[src/wdw_pkg.sv]
// Constants shared by the windowed watchdog configuration block
package wdw_pkg;

  // Register byte addresses on the Avalon-MM slave
  localparam logic [4:0] ADDR_CTRL = 5'h00;
  localparam logic [4:0] ADDR_CODE = 5'h04;
  localparam logic [4:0] ADDR_CNT  = 5'h08;
  localparam logic [4:0] ADDR_STS  = 5'h0C;
  localparam logic [4:0] ADDR_MASK = 5'h10;
  localparam logic [4:0] ADDR_CFG  = 5'h14;

  // Control register field positions
  localparam int CTRL_EN_BIT  = 0;
  localparam int CTRL_ACT_BIT = 1;
  localparam int CTRL_PER_LSB = 2;
  localparam int CTRL_WIN_LSB = 4;
  localparam int CTRL_FIX_LSB = 6;
  localparam logic [1:0] CTRL_FIXED = 2'h2;

  // Control register reset values
  localparam logic       CTRL_EN_RST  = 1'h1;
  localparam logic       CTRL_ACT_RST = 1'h1;
  localparam logic [1:0] CTRL_PER_RST = 2'h3;
  localparam logic [1:0] CTRL_WIN_RST = 2'h0;

  // Code register values
  localparam logic [7:0] CODE_CLEAR   = 8'h4E;
  localparam logic [7:0] CODE_DISABLE = 8'hB1;

  // Clear-window encodings and the counts at which a clear opens
  localparam logic [1:0] WIN_HALF_SEL = 2'h2;
  localparam logic [1:0] WIN_3Q_SEL   = 2'h3;
  localparam logic [7:0] WIN_HALF_CNT = 8'h80;
  localparam logic [7:0] WIN_3Q_CNT   = 8'hC0;
  localparam logic [7:0] CNT_MAX      = 8'hFF;

  // Overflow periods as log2 of source periods, for select 00
  localparam int GEAR_OVF_LOG2 = 18;
  localparam int LF_OVF_LOG2   = 11;
  localparam int CNT_LOG2      = 8;
  localparam int SEL_STEP_LOG2 = 2;

  // Status and configuration bit positions
  localparam int STS_OVF_BIT  = 0;
  localparam int STS_WIN_BIT  = 1;
  localparam int STS_RUN_BIT  = 2;
  localparam int CFG_DIV_BIT  = 0;
  localparam int CFG_SLOW_BIT = 1;

endpackage

[src/wdw_top.sv]
// Windowed watchdog: control register, counter, window check, Avalon slave
// How it works
// - Period select 10 overflows after 2^22 gear or 2^15 slow periods.
// - Period select 11 overflows after 2^24 gear or 2^17 slow periods.
// - Gear clock times unless divider select is 1 or slow mode.
// - Action bit 0 turns overflow into an interrupt, not a reset.
// - Window 10: early clear raises interrupt; clear allowed after half.
// - Window 11: clear allowed after three quarters, earlier interrupts.
// - While enabled, window, period and action fields ignore writes.
// - The write that sets enable from 0 to 1 loads new fields.
// - Control reads show bit 7 as 1 and bit 6 as 0.
// - Period select 00 overflows after 2^18 gear or 2^11 slow periods.
// - Clear code restarts the counter when inside the window.
// - Disable code with enable 0 stops and zeroes the counter.
// - Overflow raises reset or interrupt request per action bit.
//
// Design decisions made here: the Avalon-MM slave port and the register offsets.
`timescale 1ns/100ps
`default_nettype none
module wdw_top #(
  parameter int GEAR_DIV_LOG2 = wdw_pkg::GEAR_OVF_LOG2 - wdw_pkg::CNT_LOG2,
  parameter int LF_DIV_LOG2   = wdw_pkg::LF_OVF_LOG2 - wdw_pkg::CNT_LOG2,
  parameter int PRE_W         = 16
) (
  input  wire logic        ref_clk_i,
  input  wire logic        srst_i,
  input  wire logic        low_frequency_clock_i,
  input  wire logic [4:0]  avs_address_i,
  input  wire logic        avs_read_i,
  input  wire logic        avs_write_i,
  input  wire logic [31:0] avs_writedata_i,
  input  wire logic [3:0]  avs_byteenable_i,
  output logic      [31:0] avs_readdata_o,
  output logic             avs_waitrequest_o,
  output logic             irq_o,
  output logic             wdt_reset_req_o
);
  import wdw_pkg::*;

  if (GEAR_DIV_LOG2 < 1 || LF_DIV_LOG2 < 1) begin : g_chk
    $error("wdw_top: divider exponents must be at least 1");
  end

  ////////////////////////////////////////////////////////////////////////////
  // Declarations

  logic        wait_q;
  logic [31:0] rdata_q;
  logic        en_q;
  logic        act_q;
  logic [1:0]  per_q;
  logic [1:0]  win_q;
  logic        div_sel_q;
  logic        slow_q;
  logic        running_q;
  logic [7:0]  cnt_q;
  logic [1:0]  sts_q;
  logic [1:0]  mask_q;
  logic        irq_q;
  logic        rst_req_q;
  logic        req;
  logic        wr_done;
  logic        ctrl_wr;
  logic        code_wr;
  logic        sts_wr;
  logic [7:0]  wbyte;
  logic        use_lf;
  logic        lf_rise;
  logic        tick;
  logic        clear_try;
  logic        clear_ok;
  logic        clear_early;
  logic        dis_hit;
  logic        start_hit;
  logic        ovf_evt;
  logic [1:0]  sts_set;
  logic [31:0] rd_mux;

  // Clear is open once the count has reached the window's start
  function automatic logic win_open(input logic [1:0] w, input logic [7:0] c);
    unique case (w)
      WIN_HALF_SEL: win_open = c >= WIN_HALF_CNT;
      WIN_3Q_SEL:   win_open = c >= WIN_3Q_CNT;
      default:      win_open = 1'h1;
    endcase
  endfunction

  function automatic logic [7:0] ctrl_image(input logic e, input logic a,
                                            input logic [1:0] p,
                                            input logic [1:0] w);
    logic [7:0] v;
    v = '0;
    v[CTRL_EN_BIT] = e;
    v[CTRL_ACT_BIT] = a;
    v[CTRL_PER_LSB +: 2] = p;
    v[CTRL_WIN_LSB +: 2] = w;
    v[CTRL_FIX_LSB +: 2] = CTRL_FIXED;
    ctrl_image = v;
  endfunction

  ////////////////////////////////////////////////////////////////////////////
  // Avalon-MM slave: one wait cycle, then the access completes

  assign req     = avs_read_i || avs_write_i;
  assign wr_done = avs_write_i && !wait_q && avs_byteenable_i[0];
  assign wbyte   = avs_writedata_i[7:0];
  assign ctrl_wr = wr_done && (avs_address_i == ADDR_CTRL);
  assign code_wr = wr_done && (avs_address_i == ADDR_CODE);
  assign sts_wr  = wr_done && (avs_address_i == ADDR_STS);

  always_ff @(posedge ref_clk_i) begin
    if (srst_i) begin
      wait_q <= 1'h1;
    end else begin
      wait_q <= !(req && wait_q);
    end
  end

  always_comb begin
    rd_mux = '0;
    unique case (avs_address_i)
      ADDR_CTRL: rd_mux[7:0] = ctrl_image(en_q, act_q, per_q, win_q);
      ADDR_CNT:  rd_mux[7:0] = cnt_q;
      ADDR_STS:  begin
        rd_mux[1:0]         = sts_q;
        rd_mux[STS_RUN_BIT] = running_q;
      end
      ADDR_MASK: rd_mux[1:0] = mask_q;
      ADDR_CFG:  begin
        rd_mux[CFG_DIV_BIT]  = div_sel_q;
        rd_mux[CFG_SLOW_BIT] = slow_q;
      end
      default:   rd_mux = '0;
    endcase
  end

  // Data is captured on the waiting cycle and holds through completion
  always_ff @(posedge ref_clk_i) begin
    if (srst_i) begin
      rdata_q <= '0;
    end else if (avs_read_i && wait_q) begin
      rdata_q <= rd_mux;
    end
  end

  ////////////////////////////////////////////////////////////////////////////
  // Control and configuration registers

  always_ff @(posedge ref_clk_i) begin
    if (srst_i) begin
      en_q  <= CTRL_EN_RST;
      act_q <= CTRL_ACT_RST;
      per_q <= CTRL_PER_RST;
      win_q <= CTRL_WIN_RST;
    end else if (ctrl_wr) begin
      en_q <= wbyte[CTRL_EN_BIT];
      // Fields load only while enable is 0, including the enabling write
      if (!en_q) begin
        act_q <= wbyte[CTRL_ACT_BIT];
        per_q <= wbyte[CTRL_PER_LSB +: 2];
        win_q <= wbyte[CTRL_WIN_LSB +: 2];
      end
    end
  end

  always_ff @(posedge ref_clk_i) begin
    if (srst_i) begin
      div_sel_q <= 1'h0;
      slow_q    <= 1'h0;
      mask_q    <= '0;
    end else if (wr_done && avs_address_i == ADDR_CFG) begin
      div_sel_q <= wbyte[CFG_DIV_BIT];
      slow_q    <= wbyte[CFG_SLOW_BIT];
    end else if (wr_done && avs_address_i == ADDR_MASK) begin
      mask_q <= wbyte[1:0];
    end
  end

  ////////////////////////////////////////////////////////////////////////////
  // Counting source and prescaler

  assign use_lf = div_sel_q || slow_q;

  wdw_sync u_lf_sync (
    .ref_clk_i (ref_clk_i),
    .srst_i    (srst_i),
    .async_i   (low_frequency_clock_i),
    .rise_o    (lf_rise)
  );

  wdw_prescaler #(
    .W         (PRE_W),
    .GEAR_LOG2 (GEAR_DIV_LOG2),
    .LF_LOG2   (LF_DIV_LOG2)
  ) u_pre (
    .ref_clk_i    (ref_clk_i),
    .srst_i       (srst_i),
    .restart_i    (clear_ok || dis_hit || start_hit),
    .run_i        (running_q),
    .use_lf_i     (use_lf),
    .lf_rise_i    (lf_rise),
    .period_sel_i (per_q),
    .tick_o       (tick)
  );

  ////////////////////////////////////////////////////////////////////////////
  // Counter, codes and events

  assign clear_try   = code_wr && (wbyte == CODE_CLEAR) && running_q;
  assign clear_ok    = clear_try && win_open(win_q, cnt_q);
  assign clear_early = clear_try && !clear_ok;
  // Disable needs enable already cleared by software
  assign dis_hit     = code_wr && (wbyte == CODE_DISABLE) && !en_q;
  assign start_hit   = ctrl_wr && wbyte[CTRL_EN_BIT] && !running_q;
  // Disable wins over an overflow in the same cycle
  assign ovf_evt     = running_q && tick && (cnt_q == CNT_MAX) && !dis_hit;

  always_ff @(posedge ref_clk_i) begin
    if (srst_i) begin
      running_q <= CTRL_EN_RST;
    end else if (dis_hit) begin
      running_q <= 1'h0;
    end else if (start_hit) begin
      running_q <= 1'h1;
    end
  end

  // Counting wraps past overflow and continues for either action
  always_ff @(posedge ref_clk_i) begin
    if (srst_i || dis_hit || !running_q || clear_ok) begin
      cnt_q <= '0;
    end else if (tick) begin
      cnt_q <= cnt_q + 8'h01;
    end
  end

  always_comb begin
    sts_set              = '0;
    sts_set[STS_OVF_BIT] = ovf_evt && !act_q;
    sts_set[STS_WIN_BIT] = clear_early;
  end

  // Set beats a same-cycle write-one clear
  always_ff @(posedge ref_clk_i) begin
    if (srst_i) begin
      sts_q <= '0;
    end else begin
      sts_q <= (sts_q & ~(sts_wr ? wbyte[1:0] : 2'h0)) | sts_set;
    end
  end

  always_ff @(posedge ref_clk_i) begin
    if (srst_i) begin
      irq_q     <= 1'h0;
      rst_req_q <= 1'h0;
    end else begin
      irq_q     <= |(sts_q & mask_q);
      rst_req_q <= ovf_evt && act_q;
    end
  end

  assign avs_readdata_o    = rdata_q;
  assign avs_waitrequest_o = wait_q;
  assign irq_o             = irq_q;
  assign wdt_reset_req_o   = rst_req_q;

  // Gap between gear-clock ticks under an unchanged setup
  logic [31:0] gap_q;
  logic        clean_q;
  always_ff @(posedge ref_clk_i) begin
    if (srst_i || tick || !running_q) begin
      gap_q <= '0;
    end else begin
      gap_q <= gap_q + 32'd1;
    end
  end
  always_ff @(posedge ref_clk_i) begin
    if (srst_i || use_lf || ctrl_wr || clear_ok || start_hit) begin
      clean_q <= 1'h0;
    end else if (tick) begin
      clean_q <= 1'h1;
    end
  end
endmodule // wdw_top
`default_nettype wire

[src/wdw_sync.sv]
// Three-stage synchroniser with agreement filter and rising-edge pulse
`timescale 1ns/100ps
`default_nettype none
module wdw_sync (
  input  wire logic ref_clk_i,
  input  wire logic srst_i,
  input  wire logic async_i,
  output logic      rise_o
);
  logic meta_q;
  logic sync_q;
  logic late_q;
  logic level_q;

  always_ff @(posedge ref_clk_i) begin
    if (srst_i) begin
      meta_q <= 1'h0;
      sync_q <= 1'h0;
      late_q <= 1'h0;
    end else begin
      meta_q <= async_i;
      sync_q <= meta_q;
      late_q <= sync_q;
    end
  end

  // A change counts only once the two late stages agree
  always_ff @(posedge ref_clk_i) begin
    if (srst_i) begin
      level_q <= 1'h0;
    end else if (sync_q == late_q) begin
      level_q <= late_q;
    end
  end

  assign rise_o = (sync_q == late_q) && late_q && !level_q;
endmodule // wdw_sync
`default_nettype wire

[src/wdw_prescaler.sv]
// Prescaler producing the 8-bit counter's increment tick
`timescale 1ns/100ps
`default_nettype none
module wdw_prescaler #(
  parameter int W         = 16,
  parameter int GEAR_LOG2 = 10,
  parameter int LF_LOG2   = 3
) (
  input  wire logic       ref_clk_i,
  input  wire logic       srst_i,
  input  wire logic       restart_i,
  input  wire logic       run_i,
  input  wire logic       use_lf_i,
  input  wire logic       lf_rise_i,
  input  wire logic [1:0] period_sel_i,
  output logic            tick_o
);
  import wdw_pkg::*;

  if (GEAR_LOG2 + 3 * SEL_STEP_LOG2 > W || LF_LOG2 + 3 * SEL_STEP_LOG2 > W)
  begin : g_chk
    $error("wdw_prescaler: W too small for the longest period");
  end

  logic [W-1:0] cnt_q;
  logic [W-1:0] limit;
  logic         step;
  int           shift;

  always_comb begin
    // Gear clock ticks every cycle; the slow clock only on its rising edges
    step  = run_i && (use_lf_i ? lf_rise_i : 1'h1);
    // Each select step multiplies the period by four
    shift = (use_lf_i ? LF_LOG2 : GEAR_LOG2)
          + SEL_STEP_LOG2 * int'(period_sel_i);
    limit = W'((64'd1 << shift) - 64'd1);
    // Compare with >= so a source switch mid-count cannot skip a tick
    tick_o = step && (cnt_q >= limit);
  end

  always_ff @(posedge ref_clk_i) begin
    if (srst_i || restart_i || !run_i) begin
      cnt_q <= '0;
    end else if (step) begin
      cnt_q <= tick_o ? '0 : cnt_q + W'(1);
    end
  end
endmodule // wdw_prescaler
`default_nettype wire

[config.mk]
export PLATFORM = sky130hd
export DESIGN_NAME = wdw_top
export DESIGN_NICKNAME = d
export VERILOG_FILES = /design/src/wdw_pkg.sv /design/src/wdw_top.sv /design/src/wdw_sync.sv /design/src/wdw_prescaler.sv
export SDC_FILE = /design/constraint.sdc
export NUM_CORES = 1
export LEC_CHECK = 0
export ABC_CLOCK_PERIOD_IN_PS = 6300
export BUFFER_PORTS_ARGS = -buffer_cell sky130_fd_sc_hd__buf_2
export CORE_MARGIN = 3
export CORE_UTILIZATION = 57
export DETAILED_ROUTE_END_ITERATION = 8
export PLACE_DENSITY = 0.85
export SLEW_MARGIN = 20
export SYNTH_ARGS = -nofsm -noshare
export SYNTH_HDL_FRONTEND = slang
export SYNTH_SLANG_ARGS = --single-unit
[constraint.sdc]
create_clock -name ref_clk_i -period 6.3 [get_ports ref_clk_i]
set_input_delay 1.26 -clock ref_clk_i [delete_from_list [all_inputs] [get_ports ref_clk_i]]
set_output_delay 1.26 -clock ref_clk_i [all_outputs]
set_load 0.1 [all_outputs]
==> impl_metrics.ini <==
[placement]
dpl_cell_area_mm2 = 0.00306
gp_congestion = 0.931
io_buffers = 29
place_ws_ns = 2.70
post-dp-hpwl_mm = 4.94
dp_cells = 436

[final_layout]
area_delta_synth_final_pct = 6.91
n_antenna_cell = 0
nets = 442
drive_above_1_share = 0.109
instances_no_fill = 444
final_common_cell = dfxtp_1
final_cell_mix = dfxtp_1 (52), nor2_1 (47), buf_2 (29)
final_cell_area_mm2 = 0.00317

[sta]
setup_tns_ns = 0
fin_crit_sh = 0.575
setup_viol = 0
relSlewSlack = 0.426
slew_viol_final = 0
max_freq_mhz = 276
holdWs_ns = 0.450
fin_crit_ns = 3.62
rsz0062_at_grt = no
fin_skew_ns = 0.0152
setup_slack_ns = 2.68
worstMarginPinSlew_ns = 0.853
hold_violations = 0

[logic_synthesis]
yosysTopAreaCell = dfxtp_1
ys_seq_elements = 52
synthFlopType = dfxtp_1
syn_avg_cell_area_um2 = 8.41
synthArstFlopShare = 0
synth_area_mm2 = 0.00297
yosysUniqueCellTypes = 52
yosysWarnings = 0
ys_top_cells_by_area = dfxtp_1 (35%), ha_1 (8.4%), buf_4 (6.1%)
synth_cells = 353
synth_top_cell_area_share = 0.351
seq_area_frac_synth = 0.351
synth_edf_count = 0

[floorplanning]
io-pin-count = 81
initial_utilization = 0.608
core-area_mm2 = 0.00488
die_height_um = 78.2
fp.dieW_um = 78.2
dieArea_mm2 = 0.00611
rows = 25

[global_route]
overflow = 0
grt_use_total = 0.226
grt_first_pass_wirelength_mm = 11.2
grt_pass1_vias = 2499
antenna_found_initial = 0
grt_max_degree = 21

[critical_path]
worst-r2r-cell-count = 11
critPathMaxStageDelay_ns = 0.56
r2r_setup_slack_ns = 2.68
worstPathRequired_ns = 6.54
arrival_ns = 3.87
r2r-end = u_pre.cnt_q[9]
cp-start-kind = flip-flop
crit_path_top_delay_cell = dfxtp_1
rr_startpoint = per_q[0]
path_cells = ha_1 > nor2b_1 > o21ai_0 > o21a_1 > ha_1 > a211oi_1 > nor2_1 > o21ai_0 > and3_1 > nand2_1 > nor2_1
path_max_fanout = 16
worstSetupEndpointType = flip-flop
critPathKind = reg2reg

[clock_tree]
clk_latency_ns = 0.32
clockRootBuffer = clkbuf_8
clockBufferDepth = 2
clkTransAtPathRegs_ns = 0.11
cts-resized-gates = 0
clock-sinks = 52
cts_hold_buf = 0
cts_buffers = 5
post_cts_buffers = 0
cts_tree = done
ctsHtreeMaxLevel = 2

[run]
maxCapViolations = 0

[route]
wl_mm = 6.60
ant_nets = 0
vias = 2624
drc_errors = 0
routedWlPerCell_um = 14.9
vias_per_cell = 5.91
drt_iter0_drc = 257
first_pass_iters = 5

[hold_path]
hold_start = u_lf_sync.meta_q
min_path_type = reg2reg
hold_depth = 1
holdPathEnd = u_lf_sync.sync_q

[pwr]
power_density_mw_per_mm2 = 221
irDropWorstVdd_mv = 0.143
p_leak_uw = 0.00138

[outcome]
status = completed
## where the power goes
part | internal [uW] | total [uW] | switching [uW]
clock | 120 | 237 | 117
sequential | 335 | 339 | 4.37
combinational | 16.0 | 126 | 110
total | 471 | 702 | 232
## through the flow
step	util	power, uW
after floorplan	-	467
after global placement	0.627	471
after detailed placement	0.627	473
after CTS	0.651	703
after global routing	0.651	727
final	0.651	702
## synth_stat cells (2+ instances only)
cell       n
nor4b_1    3
nand2_1   27
nor4bb_1   2
nor3b_1    2
and2_1     3
nand3_1   15
buf_4     24
nor2b_1    8
mux2i_1   11
a22oi_1    2
o211ai_1   4
nor3_1     6
a21oi_1   12
dfxtp_1   52
a22o_1     2
nor2_1    47
and3_1    10
a221oi_1   5
xor2_1    12
buf_2      3
inv_1      6
nand4_1    8
nor4_1     3
or3_1      4
o21ai_0   15
ha_1      20
o21a_1     3
xnor2_1    6
and4_1     2
clkbuf_1  10
a211oi_1   2
a31oi_1    4
## worst max-delay path, delay by kind of cell, from the launching register on
| family | cells | cell delay, ns |
|---|---|---|
| AOI/OAI and AO/OA | 4 | 0.98 |
| and+or+nand+nor | 5 | 1.33 |
| DFF | 1 | 0.56 |
| adders and majority gates | 2 | 0.67 |
## registers in the layout, summed over array words and instances (netlist names), 2 cells and up
name / flops
u_pre.cnt_q: 16
sts_q: 2
mask_q: 2
cnt_q: 8
per_q: 2
win_q: 2
avs_readdata_o: 8
## cell families (layout without fill, tap and decap cells)
logic type,Yosys count,after routing,synth area share
other,1,24,0.00126
flip-flops,52,52,0.351
AO/OA/AOI/OAI,59,59,0.132
AND/OR/NAND/NOR,149,149,0.256
multiplexers,11,11,0.0371
adder cells (fa/ha/maj),20,20,0.0843
buffers and inverters,43,44,0.0860
XOR/XNOR,18,18,0.0531
## worst max path at each step
stage                     slack (ns)                 from              to
after floorplan                 3.41  avs_byteenable_i[0]        cnt_q[7]
after global placement          2.93     avs_address_i[1]  u_pre.cnt_q[8]
after detailed placement        2.70             per_q[0]  u_pre.cnt_q[9]
after CTS                       2.68             per_q[0]  u_pre.cnt_q[9]
after global routing            2.37             per_q[0]  u_pre.cnt_q[9]
final                           2.68             per_q[0]  u_pre.cnt_q[9]
## metal layers
metal	track usage	vias up	wire length, um
met5	0	-	0
met4	0.0909	0	159
met3	0.0447	25	432
met2	0.390	108	3200
met1	0.276	1236	2810
li1	-	1255	-
## final cells by class
type                            count  area, um2
Clock buffer                        5       68.8
Fill cell                         420       1710
Tap cell                           67       83.8
Timing Repair Buffer               30        153
Clock inverter                      3       46.3
Sequential cell                    52       1040
Multi-Input combinational cell    281       1760
Inverter                            6       22.5
Note: power is estimated with default switching activity, not from simulation.
